[src/flow_defines.svh]
// Purpose: Shared constants of the flow-change timing block
// Assumes: Included by bare name from every design file but the package
// Notes:   Cycle figures are best-case pipeline charges
`ifndef FLOW_DEFINES_SVH
`define FLOW_DEFINES_SVH

`define RAS_DEPTH          4
`define RAS_PTR_W          2
`define RAS_CNT_W          3
`define CHG_W              3
`define CHG_MISPREDICT     3'h4
`define CHG_FOLD_OK        3'h0
`define CHG_PRED_OK        3'h1
`define CHG_RET_UNCOND_OK  3'h2
`define CHG_RET_UNPRED     3'h4
`define CHG_RET_MULTI_NP   3'h6
`define CHG_ALU            3'h1

`endif

[src/flow_pkg.sv]
// Purpose: Types of the flow-change timing block
// Assumes: flow_defines.svh holds the figures
// Notes:   Operation classes as seen at issue
package flow_pkg;

    typedef enum logic [3:0] {
        op_none,
        op_alu,
        op_flow_change_disp,
        op_relative_jump,
        op_relative_call,
        op_subroutine_exit,
        op_mov_link_to_pc,
        op_pop_multiple_pc,
        op_load_multiple_pc,
        op_pc_dest
    } op_class_t;

endpackage : flow_pkg

[src/ras_if.sv]
// Purpose: Carrier between the timing control and the return stack
// Assumes: Single clock domain
// Notes:   Push and pop are one-cycle pulses
`timescale 1ns/1ps
`default_nettype none
`include "flow_defines.svh"

interface ras_if;
    logic                   push;
    logic                   pop;
    logic [31:0]            push_addr;
    logic [31:0]            top_addr;
    logic [`RAS_CNT_W-1:0]  count;

    modport ctrl (output push, output pop, output push_addr,
                  input top_addr, input count);
    modport stack (input push, input pop, input push_addr,
                   output top_addr, output count);
endinterface : ras_if

`default_nettype wire

[src/branch_predict_return_stack.sv]
// Purpose: Flow-change timing and return prediction of the core pipeline
// Assumes: Issue stage presents one classified instruction per cycle
// Notes:   Stall counts are charged after issue; issue_ready holds issue
//          A stalled offer is ignored, so issue must hold it until ready
//
// Function
// - A program counter write redirects execution to the computed address.
// - Target not forwarded; jump happens when it reaches writeback.
// - A mispredicted branch costs four cycles.
// - Folded branch: zero cycles if correct, four if mispredicted.
// - Branch and jump: 1 predicted, 4 otherwise; calls never fold.
// - Return stack holds four entries; overflow overwrites the oldest.
// - Hardware counts valid entries; over/underflow cost only time.
// - Return with empty stack counts as not predicted.
// - Return timings: 1/4, unconditional 2/4, multiple-load 2/6.
// - Simple ALU ops take one cycle; result usable next instruction.
// - Simple ALU issue, result and flag latency are one cycle.
// - Flags from a flag-setting op are forwarded to a following branch.
`timescale 1ns/1ps
`default_nettype none
`include "flow_defines.svh"

module branch_predict_return_stack (
    input  wire logic                ref_clk,
    input  wire logic                sys_rst,
    input  wire logic                issue_valid,
    input  wire flow_pkg::op_class_t issue_op,
    input  wire logic                issue_cond_none,
    input  wire logic                issue_predicted,
    input  wire logic                issue_folded,
    input  wire logic [31:0]         issue_return_addr,
    input  wire logic                exec_resolved,
    input  wire logic                exec_mispredict,
    input  wire logic                alu_flags_valid,
    input  wire logic [3:0]          alu_flags,
    input  wire logic                writeback_pc_write,
    input  wire logic [31:0]         writeback_pc_value,
    output logic                     issue_ready,
    output logic                     redirect_valid,
    output logic [31:0]              redirect_addr,
    output logic                     ras_predict_valid,
    output logic [31:0]              ras_predict_addr,
    output logic [`CHG_W-1:0]        last_charge,
    output logic [3:0]               branch_flags
);

    typedef enum logic [1:0] {
        st_issue,
        st_stall,
        st_wait_writeback
    } flow_state_t;

    typedef struct packed {
        flow_state_t         fsm;
        logic [`CHG_W-1:0]   stall_cnt;
        logic [`CHG_W-1:0]   charge;
        logic                redirect;
        logic [31:0]         redirect_addr;
        logic [3:0]          flags;
    } ctl_state_t;

    ctl_state_t state_reg;
    ctl_state_t state_next;

    ras_if ras ();

    return_stack u_stack (
        .ref_clk (ref_clk),
        .sys_rst (sys_rst),
        .rs      (ras.stack)
    );

    // ------------------------------------------------------------------
    // Cost decode
    // ------------------------------------------------------------------
    function automatic logic [`CHG_W-1:0] op_cost(
        input flow_pkg::op_class_t op,
        input logic pred, input logic fold, input logic miss,
        input logic cnone, input logic ras_empty);
        logic hit;
        hit = pred && !miss;
        op_cost = `CHG_ALU;
        unique case (op)
            flow_pkg::op_flow_change_disp,
            flow_pkg::op_relative_jump: begin
                if (fold && hit) begin
                    op_cost = `CHG_FOLD_OK;
                end else if (hit) begin
                    op_cost = `CHG_PRED_OK;
                end else begin
                    op_cost = `CHG_MISPREDICT;
                end
            end
            flow_pkg::op_relative_call: begin
                // Folding is ignored for calls
                op_cost = hit ? `CHG_PRED_OK : `CHG_MISPREDICT;
            end
            flow_pkg::op_subroutine_exit,
            flow_pkg::op_mov_link_to_pc: begin
                if (ras_empty || !pred) begin
                    op_cost = `CHG_RET_UNPRED;
                end else if (cnone || op == flow_pkg::op_mov_link_to_pc) begin
                    // Unconditional returns pay one extra cycle even when right
                    op_cost = `CHG_RET_UNCOND_OK;
                end else if (miss) begin
                    op_cost = `CHG_MISPREDICT;
                end else begin
                    op_cost = `CHG_PRED_OK;
                end
            end
            flow_pkg::op_pop_multiple_pc,
            flow_pkg::op_load_multiple_pc: begin
                if (ras_empty || !pred) begin
                    op_cost = `CHG_RET_MULTI_NP;
                end else begin
                    op_cost = `CHG_RET_UNCOND_OK;
                end
            end
            flow_pkg::op_none, flow_pkg::op_alu,
            flow_pkg::op_pc_dest: op_cost = `CHG_ALU;
        endcase
    endfunction : op_cost

    function automatic logic is_return(input flow_pkg::op_class_t op);
        is_return = op == flow_pkg::op_subroutine_exit ||
                    op == flow_pkg::op_mov_link_to_pc ||
                    op == flow_pkg::op_pop_multiple_pc ||
                    op == flow_pkg::op_load_multiple_pc;
    endfunction : is_return

    logic ras_empty;
    logic take;
    logic [`CHG_W-1:0] cost;

    assign ras_empty = ras.count == '0;
    // Taking only in the issue state keeps a stall from being charged twice
    assign take      = issue_valid && state_reg.fsm == st_issue;
    assign cost      = op_cost(issue_op, issue_predicted, issue_folded,
                               exec_resolved && exec_mispredict,
                               issue_cond_none, ras_empty);

    // ------------------------------------------------------------------
    // Return stack traffic
    // ------------------------------------------------------------------
    assign ras.push = take &&
                      issue_op == flow_pkg::op_relative_call;
    assign ras.push_addr = issue_return_addr;
    // Only predicted returns consume an entry; a pop on empty is dropped
    assign ras.pop  = take && is_return(issue_op) && issue_predicted
                      && !ras_empty;

    // An empty stack leaves a return unpredicted rather than guessed
    assign ras_predict_valid = !ras_empty;
    assign ras_predict_addr  = ras.top_addr;

    // ------------------------------------------------------------------
    // Control
    // ------------------------------------------------------------------
    always_comb begin
        state_next = state_reg;
        state_next.redirect = 1'b0;
        // Bypass keeps the flag path free of a stall
        if (alu_flags_valid) begin
            state_next.flags = alu_flags;
        end
        unique case (state_reg.fsm)
            st_issue: begin
                if (take) begin
                    state_next.charge = cost;
                    // A charge of one or less lets the next issue follow, except a PC write, which waits for writeback
                    if (issue_op == flow_pkg::op_pc_dest) begin
                        state_next.fsm = st_wait_writeback;
                    end else if (cost > `CHG_W'(1)) begin
                        state_next.stall_cnt = cost - `CHG_W'(2);
                        state_next.fsm = st_stall;
                    end
                end
            end
            st_stall: begin
                if (state_reg.stall_cnt == '0) begin
                    state_next.fsm = st_issue;
                end else begin
                    state_next.stall_cnt = state_reg.stall_cnt - `CHG_W'(1);
                end
            end
            st_wait_writeback: begin
                // No forwarding of the target: wait for writeback
                if (writeback_pc_write) begin
                    state_next.redirect      = 1'b1;
                    state_next.redirect_addr = writeback_pc_value;
                    state_next.fsm           = st_issue;
                end
            end
            default: begin
                // The spare state code recovers to issue
                state_next.fsm = st_issue;
            end
        endcase
    end

    always_ff @(posedge ref_clk or posedge sys_rst) begin
        if (sys_rst) begin
            state_reg <= '{fsm: st_issue, default: '0};
        end else begin
            state_reg <= state_next;
        end
    end

    assign issue_ready    = state_reg.fsm == st_issue;
    assign redirect_valid = state_reg.redirect;
    assign redirect_addr  = state_reg.redirect_addr;
    assign last_charge    = state_reg.charge;
    assign branch_flags   = alu_flags_valid ? alu_flags : state_reg.flags;

endmodule : branch_predict_return_stack

`default_nettype wire

[src/return_stack.sv]
// Purpose: Four-entry return address stack
// Assumes: Push and pop never asserted together by the controller
// Notes:   Oldest entry is lost on overflow; top comes from a register
`timescale 1ns/1ps
`default_nettype none
`include "flow_defines.svh"

module return_stack (
    input  wire logic ref_clk,
    input  wire logic sys_rst,
    ras_if.stack      rs
);

    typedef struct packed {
        logic [`RAS_DEPTH-1:0][31:0]  mem;
        logic [`RAS_PTR_W-1:0]        top;
        logic [`RAS_CNT_W-1:0]        count;
        logic [31:0]                  top_addr;
    } ras_state_t;

    ras_state_t state_reg;
    ras_state_t state_next;

    always_comb begin
        state_next = state_reg;
        if (rs.push) begin
            // Ring write: a full stack simply overwrites its oldest slot
            state_next.top = state_reg.top + `RAS_PTR_W'(1);
            state_next.mem[state_next.top] = rs.push_addr;
            if (state_reg.count != `RAS_CNT_W'(`RAS_DEPTH)) begin
                state_next.count = state_reg.count + `RAS_CNT_W'(1);
            end
        end else if (rs.pop && state_reg.count != '0) begin
            state_next.top   = state_reg.top - `RAS_PTR_W'(1);
            state_next.count = state_reg.count - `RAS_CNT_W'(1);
        end
        state_next.top_addr = state_next.mem[state_next.top];
    end

    always_ff @(posedge ref_clk or posedge sys_rst) begin
        if (sys_rst) begin
            state_reg <= '0;
        end else begin
            state_reg <= state_next;
        end
    end

    assign rs.top_addr = state_reg.top_addr;
    assign rs.count    = state_reg.count;

endmodule : return_stack

`default_nettype wire

[config.mk]
export PLATFORM = sky130hd
export DESIGN_NAME = branch_predict_return_stack
export DESIGN_NICKNAME = d
export VERILOG_FILES = /design/src/flow_pkg.sv /design/src/ras_if.sv /design/src/branch_predict_return_stack.sv /design/src/return_stack.sv
export VERILOG_INCLUDE_DIRS = /design/src
export SDC_FILE = /design/constraint.sdc
export NUM_CORES = 1
export LEC_CHECK = 0
export ABC_AREA = 1
export ABC_CLOCK_PERIOD_IN_PS = 7400
export BUFFER_PORTS_ARGS = -buffer_cell sky130_fd_sc_hd__buf_2
export CORE_ASPECT_RATIO = 1.1
export CORE_UTILIZATION = 55
export CTS_BUF_LIST = sky130_fd_sc_hd__clkbuf_2
export DETAILED_ROUTE_END_ITERATION = 12
export HOLD_SLACK_MARGIN = 0.02
export PLACE_DENSITY = 0.77
export SLEW_MARGIN = 20
export SYNTH_ARGS = -nofsm -noshare
export SYNTH_HDL_FRONTEND = slang
export SYNTH_HIERARCHICAL = 1
export SYNTH_SLANG_ARGS = --single-unit
[constraint.sdc]
create_clock -name ref_clk -period 7.4 [get_ports ref_clk]
set_input_delay 1.48 -clock ref_clk [delete_from_list [all_inputs] [get_ports ref_clk]]
set_output_delay 1.48 -clock ref_clk [all_outputs]
set_load 0.005 [all_outputs]
==> summary by stage <==
Run status
The run finished with clean final reports.

Worst setup path
The type of the worst setup path is in2reg. The endpoint type of the worst setup path is a flip-flop. The worst-case reg-to-reg path depth is 8. The worst register-to-register path ends at u_stack/rs.top_addr[14].

Together, buffers and inverters on the worst path number 1. The cell family contributing the most delay on the critical path is simple AND/OR/NAND/NOR gates. The type of element launching the critical path is an input pin.

Data arrives at the worst endpoint at 4.54 ns. The startpoint identified for the worst register-to-register timing path is state_reg[43]. Traced cell by cell, the critical path runs through buf_2 > nor2_1 > nand2_1 > nor2_1 > nand2_2 > o21ai_0 > nand3_1 > nand3_1 > nand2_1. For the worst setup path, the data required time is 8.08 ns.

The largest single stage delay on the critical path is slightly above 0.9 ns. The slowest stage of the critical path belongs to the cell nand2_2. In this run the worst path has a maximum fanout of 64. The slack of the worst reg-to-reg path is 3.72 ns.

Route
The first detailed-routing pass ran for 7 iterations. The remaining design rule violation count is 0. The DRC marker count from the first detailed-route iteration is 410. The routed wire length is between 20000 and 25000 um.

The average detailed-routed wire length per instance is 13.1 um. Summing over every cut layer, the via total after detailed routing is roughly 8400. After detailed routing, the number of vias per cell comes to about 5. Once detail routing completed, the nets flagged for antenna violations numbered 0.

Timing
The fraction of the cycle the final worst path needs is 52.2%. Setup repair after global routing left no endpoint under its margin. Between clock sinks in the finished design, the worst skew comes to between 0.05 and 0.06 ns. The number of hold-slack violations in the final timing report is 0. Setup violations remaining at the end of the flow were counted as 0. The final critical-path required period is 3.86 ns.

Headroom to the max-slew limit came out at 27.1%. The number of pins with negative max-slew slack in the final report is 0. Derived from the worst setup path, the maximum achievable clock frequency is 259 MHz.

In the post-route analysis, the smallest setup slack over all paths is 3.54 ns. The transition at the pin with the smallest max-transition slack is 1.09 ns. The final-layout setup total negative slack is 0 ns.

Global routing
The number of antenna violations at the first check in global routing is 2. The sum of overflow across all layers after global routing is 0. In the global route stage, overall resource usage came out at 23.4%. The wire length of the first global-routing pass is 37300 um.

Entering global routing, the biggest net connects 86 pins. The number of global-route vias before repair is slightly above 8000.

Synth
The number of enable flip-flop cells after synthesis is 0. The cell type with the largest total area after synthesis is dfrtp_1. In the synthesized netlist, the number of instances is 1338. The cell area after technology mapping is between 10000 and 15000 um^2.

The primary flip-flop cell chosen by synthesis mapping is dfrtp_1. The share of synthesized flip-flops with an asynchronous set or reset is 100%. In this run the biggest area consumer among cell types represents 49.8% of the synthesized area. The average instance in the mapped netlist occupies 7.88 um^2.

The number of register bits inferred by synthesis is 210. The distinct cell type count of the synthesized netlist is 28. When the netlist entered floorplanning its net count stood at 1430. The number of warnings printed during yosys synthesis is 6. The register area share after synthesis is 49.8%. Ranked by total cell area, the synthesized netlist is headed by dfrtp_1, nand2_1, inv_1, nand3_1, buf_4.

Floorplan
The core region is 18600 um^2. The placement row count is 52. The floorplan step set the die width to 134 um. 156 I/O pins were placed. The area enclosed by the die boundary is 19700 um^2. The initial core utilization is 56.7%. Measured along the y axis, the die boundary spans 147 um.

Finish
The leading cell type in the layout, fill and taps excluded is nand2_1. Cells with a size suffix above 1 make up a little under a fifth of the layout. The top cell types in the final layout, fill and taps aside, are nand2_1, inv_1, dfrtp_1. The core occupancy in the finished layout is approximately 61%. Compared with the post-synthesis result, the final layout area differs by 7.75%.

The number of fill cells in the layout is 1689. The register with the most flip-flops in the layout has between 100 and 150 of them. The final-stage net count is between 1500 and 2000. Once layout is done, the placed cells without fillers occupy between 10000 and 15000 um^2. Leaving out filler cells and counting taps, the final layout contains 1709.

Min path
The startpoint identified for the worst hold timing path is redirect_addr[23]. The endpoint of the worst hold path is redirect_addr[23]. The min-delay analysis places its worst path in the category reg2reg. The worst hold path stage count is 2.

Clock tree
The number of H-tree branching levels is 2. Once the clock tree was built, the setup fixing pass inserted 0 buffers. The CTS root buffer is clkbuf_2. The maximum buffer depth of the clock tree is 3. Clock tree synthesis inserted a total of 54 buffers. The clock reaches the later pin of the worst-skew pair after roughly 0.84 ns. The clock sink count is 210. In this run, post-CTS hold repair placed 0 buffers.

TritonCTS built the clock tree. The post-cts repair resize count is 0. Clock-pin slew was measured on the worst setup and hold paths at 0.09 ns.

Placed design
The number of placed cells counting well taps is 1608. The cell area after placement is approximately 11000 um^2. The global placement routability congestion is 0.784. The worst slack after detailed placement is between 2 and 3 ns. The wire-length estimate of the detail-placed layout is ~13000 um.

The count of port buffers added during placement is about 160.

Run
The max-capacitance violation count is 0.

Power
The leakage power summed over all cells is 6.12 nW. VDD sags by at most ~0.00017 V. In this run the power density over the cells is 349 nW/um^2.
==> tightest hold or removal path: cells and delay by family (launching register included) <==
kind | cells | cell delay (ns)
DFF | 1 | 0.34
and+or+nand+nor | 2 | 0.11
==> final cells by class <==
cell class                 count  area (um^2)  share of cell area [%]
timing repair buffer         165          871                    7.66
antenna                        3         7.51                  0.0661
tap                          243          304                    2.68
inverter                     288         1090                    9.56
multi-input combinational    703         3330                    29.3
clock inverter                20          130                    1.14
clock buffer                  77          385                    3.39
sequential                   210         5260                    46.2
==> worst max-delay path by stage <==
stage / from / endpoint / slack (ns) / cells past startpoint
CTS: issue_op[1] / u_stack/rs.top_addr[23] / 3.75 / 9
floorplan: sys_rst / u_stack/rs.count[0] / 1.46 / 1
detailed placement: issue_op[1] / u_stack/rs.top_addr[20] / 2.88 / 9
global placement: issue_op[1] / u_stack/rs.top_addr[13] / 3.02 / 9
finish: issue_op[1] / u_stack/rs.top_addr[14] / 3.54 / 9
global route: issue_op[1] / u_stack/rs.top_addr[14] / 3.28 / 9
==> cells in the mapped netlist (2+ instances only) <==
cell type and count:
nand2_1 309, inv_1 283, dfrtp_1 210, nand3_1 204, o21ai_0 97, buf_4 81
o21ai_1 40, buf_2 36, clkbuf_1 14, nor2_1 13, ha_1 10, nand2_2 8
buf_6 6, inv_2 5, mux2_2 4, nand2_4 3, nand3_2 2, nor2_4 2
xor2_1 2
==> power by group <==
part           internal (W)  leakage, nW  switching [W]
Sequential          0.00157         2.16       0.000157
Combinational      0.000534         3.58       0.000905
Clock              0.000349        0.381       0.000458
Total               0.00245         6.12        0.00152
==> per-stage QoR <==
step                      hold WS [ns]  total power [W]
after floorplan                  0.442          0.00296
after global placement           0.449          0.00312
after detailed placement         0.454          0.00317
after CTS                        0.474          0.00401
after global routing             0.490          0.00432
final                            0.474          0.00397
==> layer usage <==
layer	global-route usage [%]	wire length, um
met1	28.0	9610
met2	40.3	10900
met3	4.45	1410
met4	11.7	505
met5	0	0
==> cells by family after synthesis <==
kind of cell             synth area share, %
adder cells (fa/ha/maj)                 1.19
AND/OR/NAND/NOR                         22.7
buffers and inverters                   18.9
AO/OA/AOI/OAI                           6.84
flip-flops                              49.8
multiplexers                           0.427
XOR/XNOR                               0.166
Power figures use the tool's default switching activity.
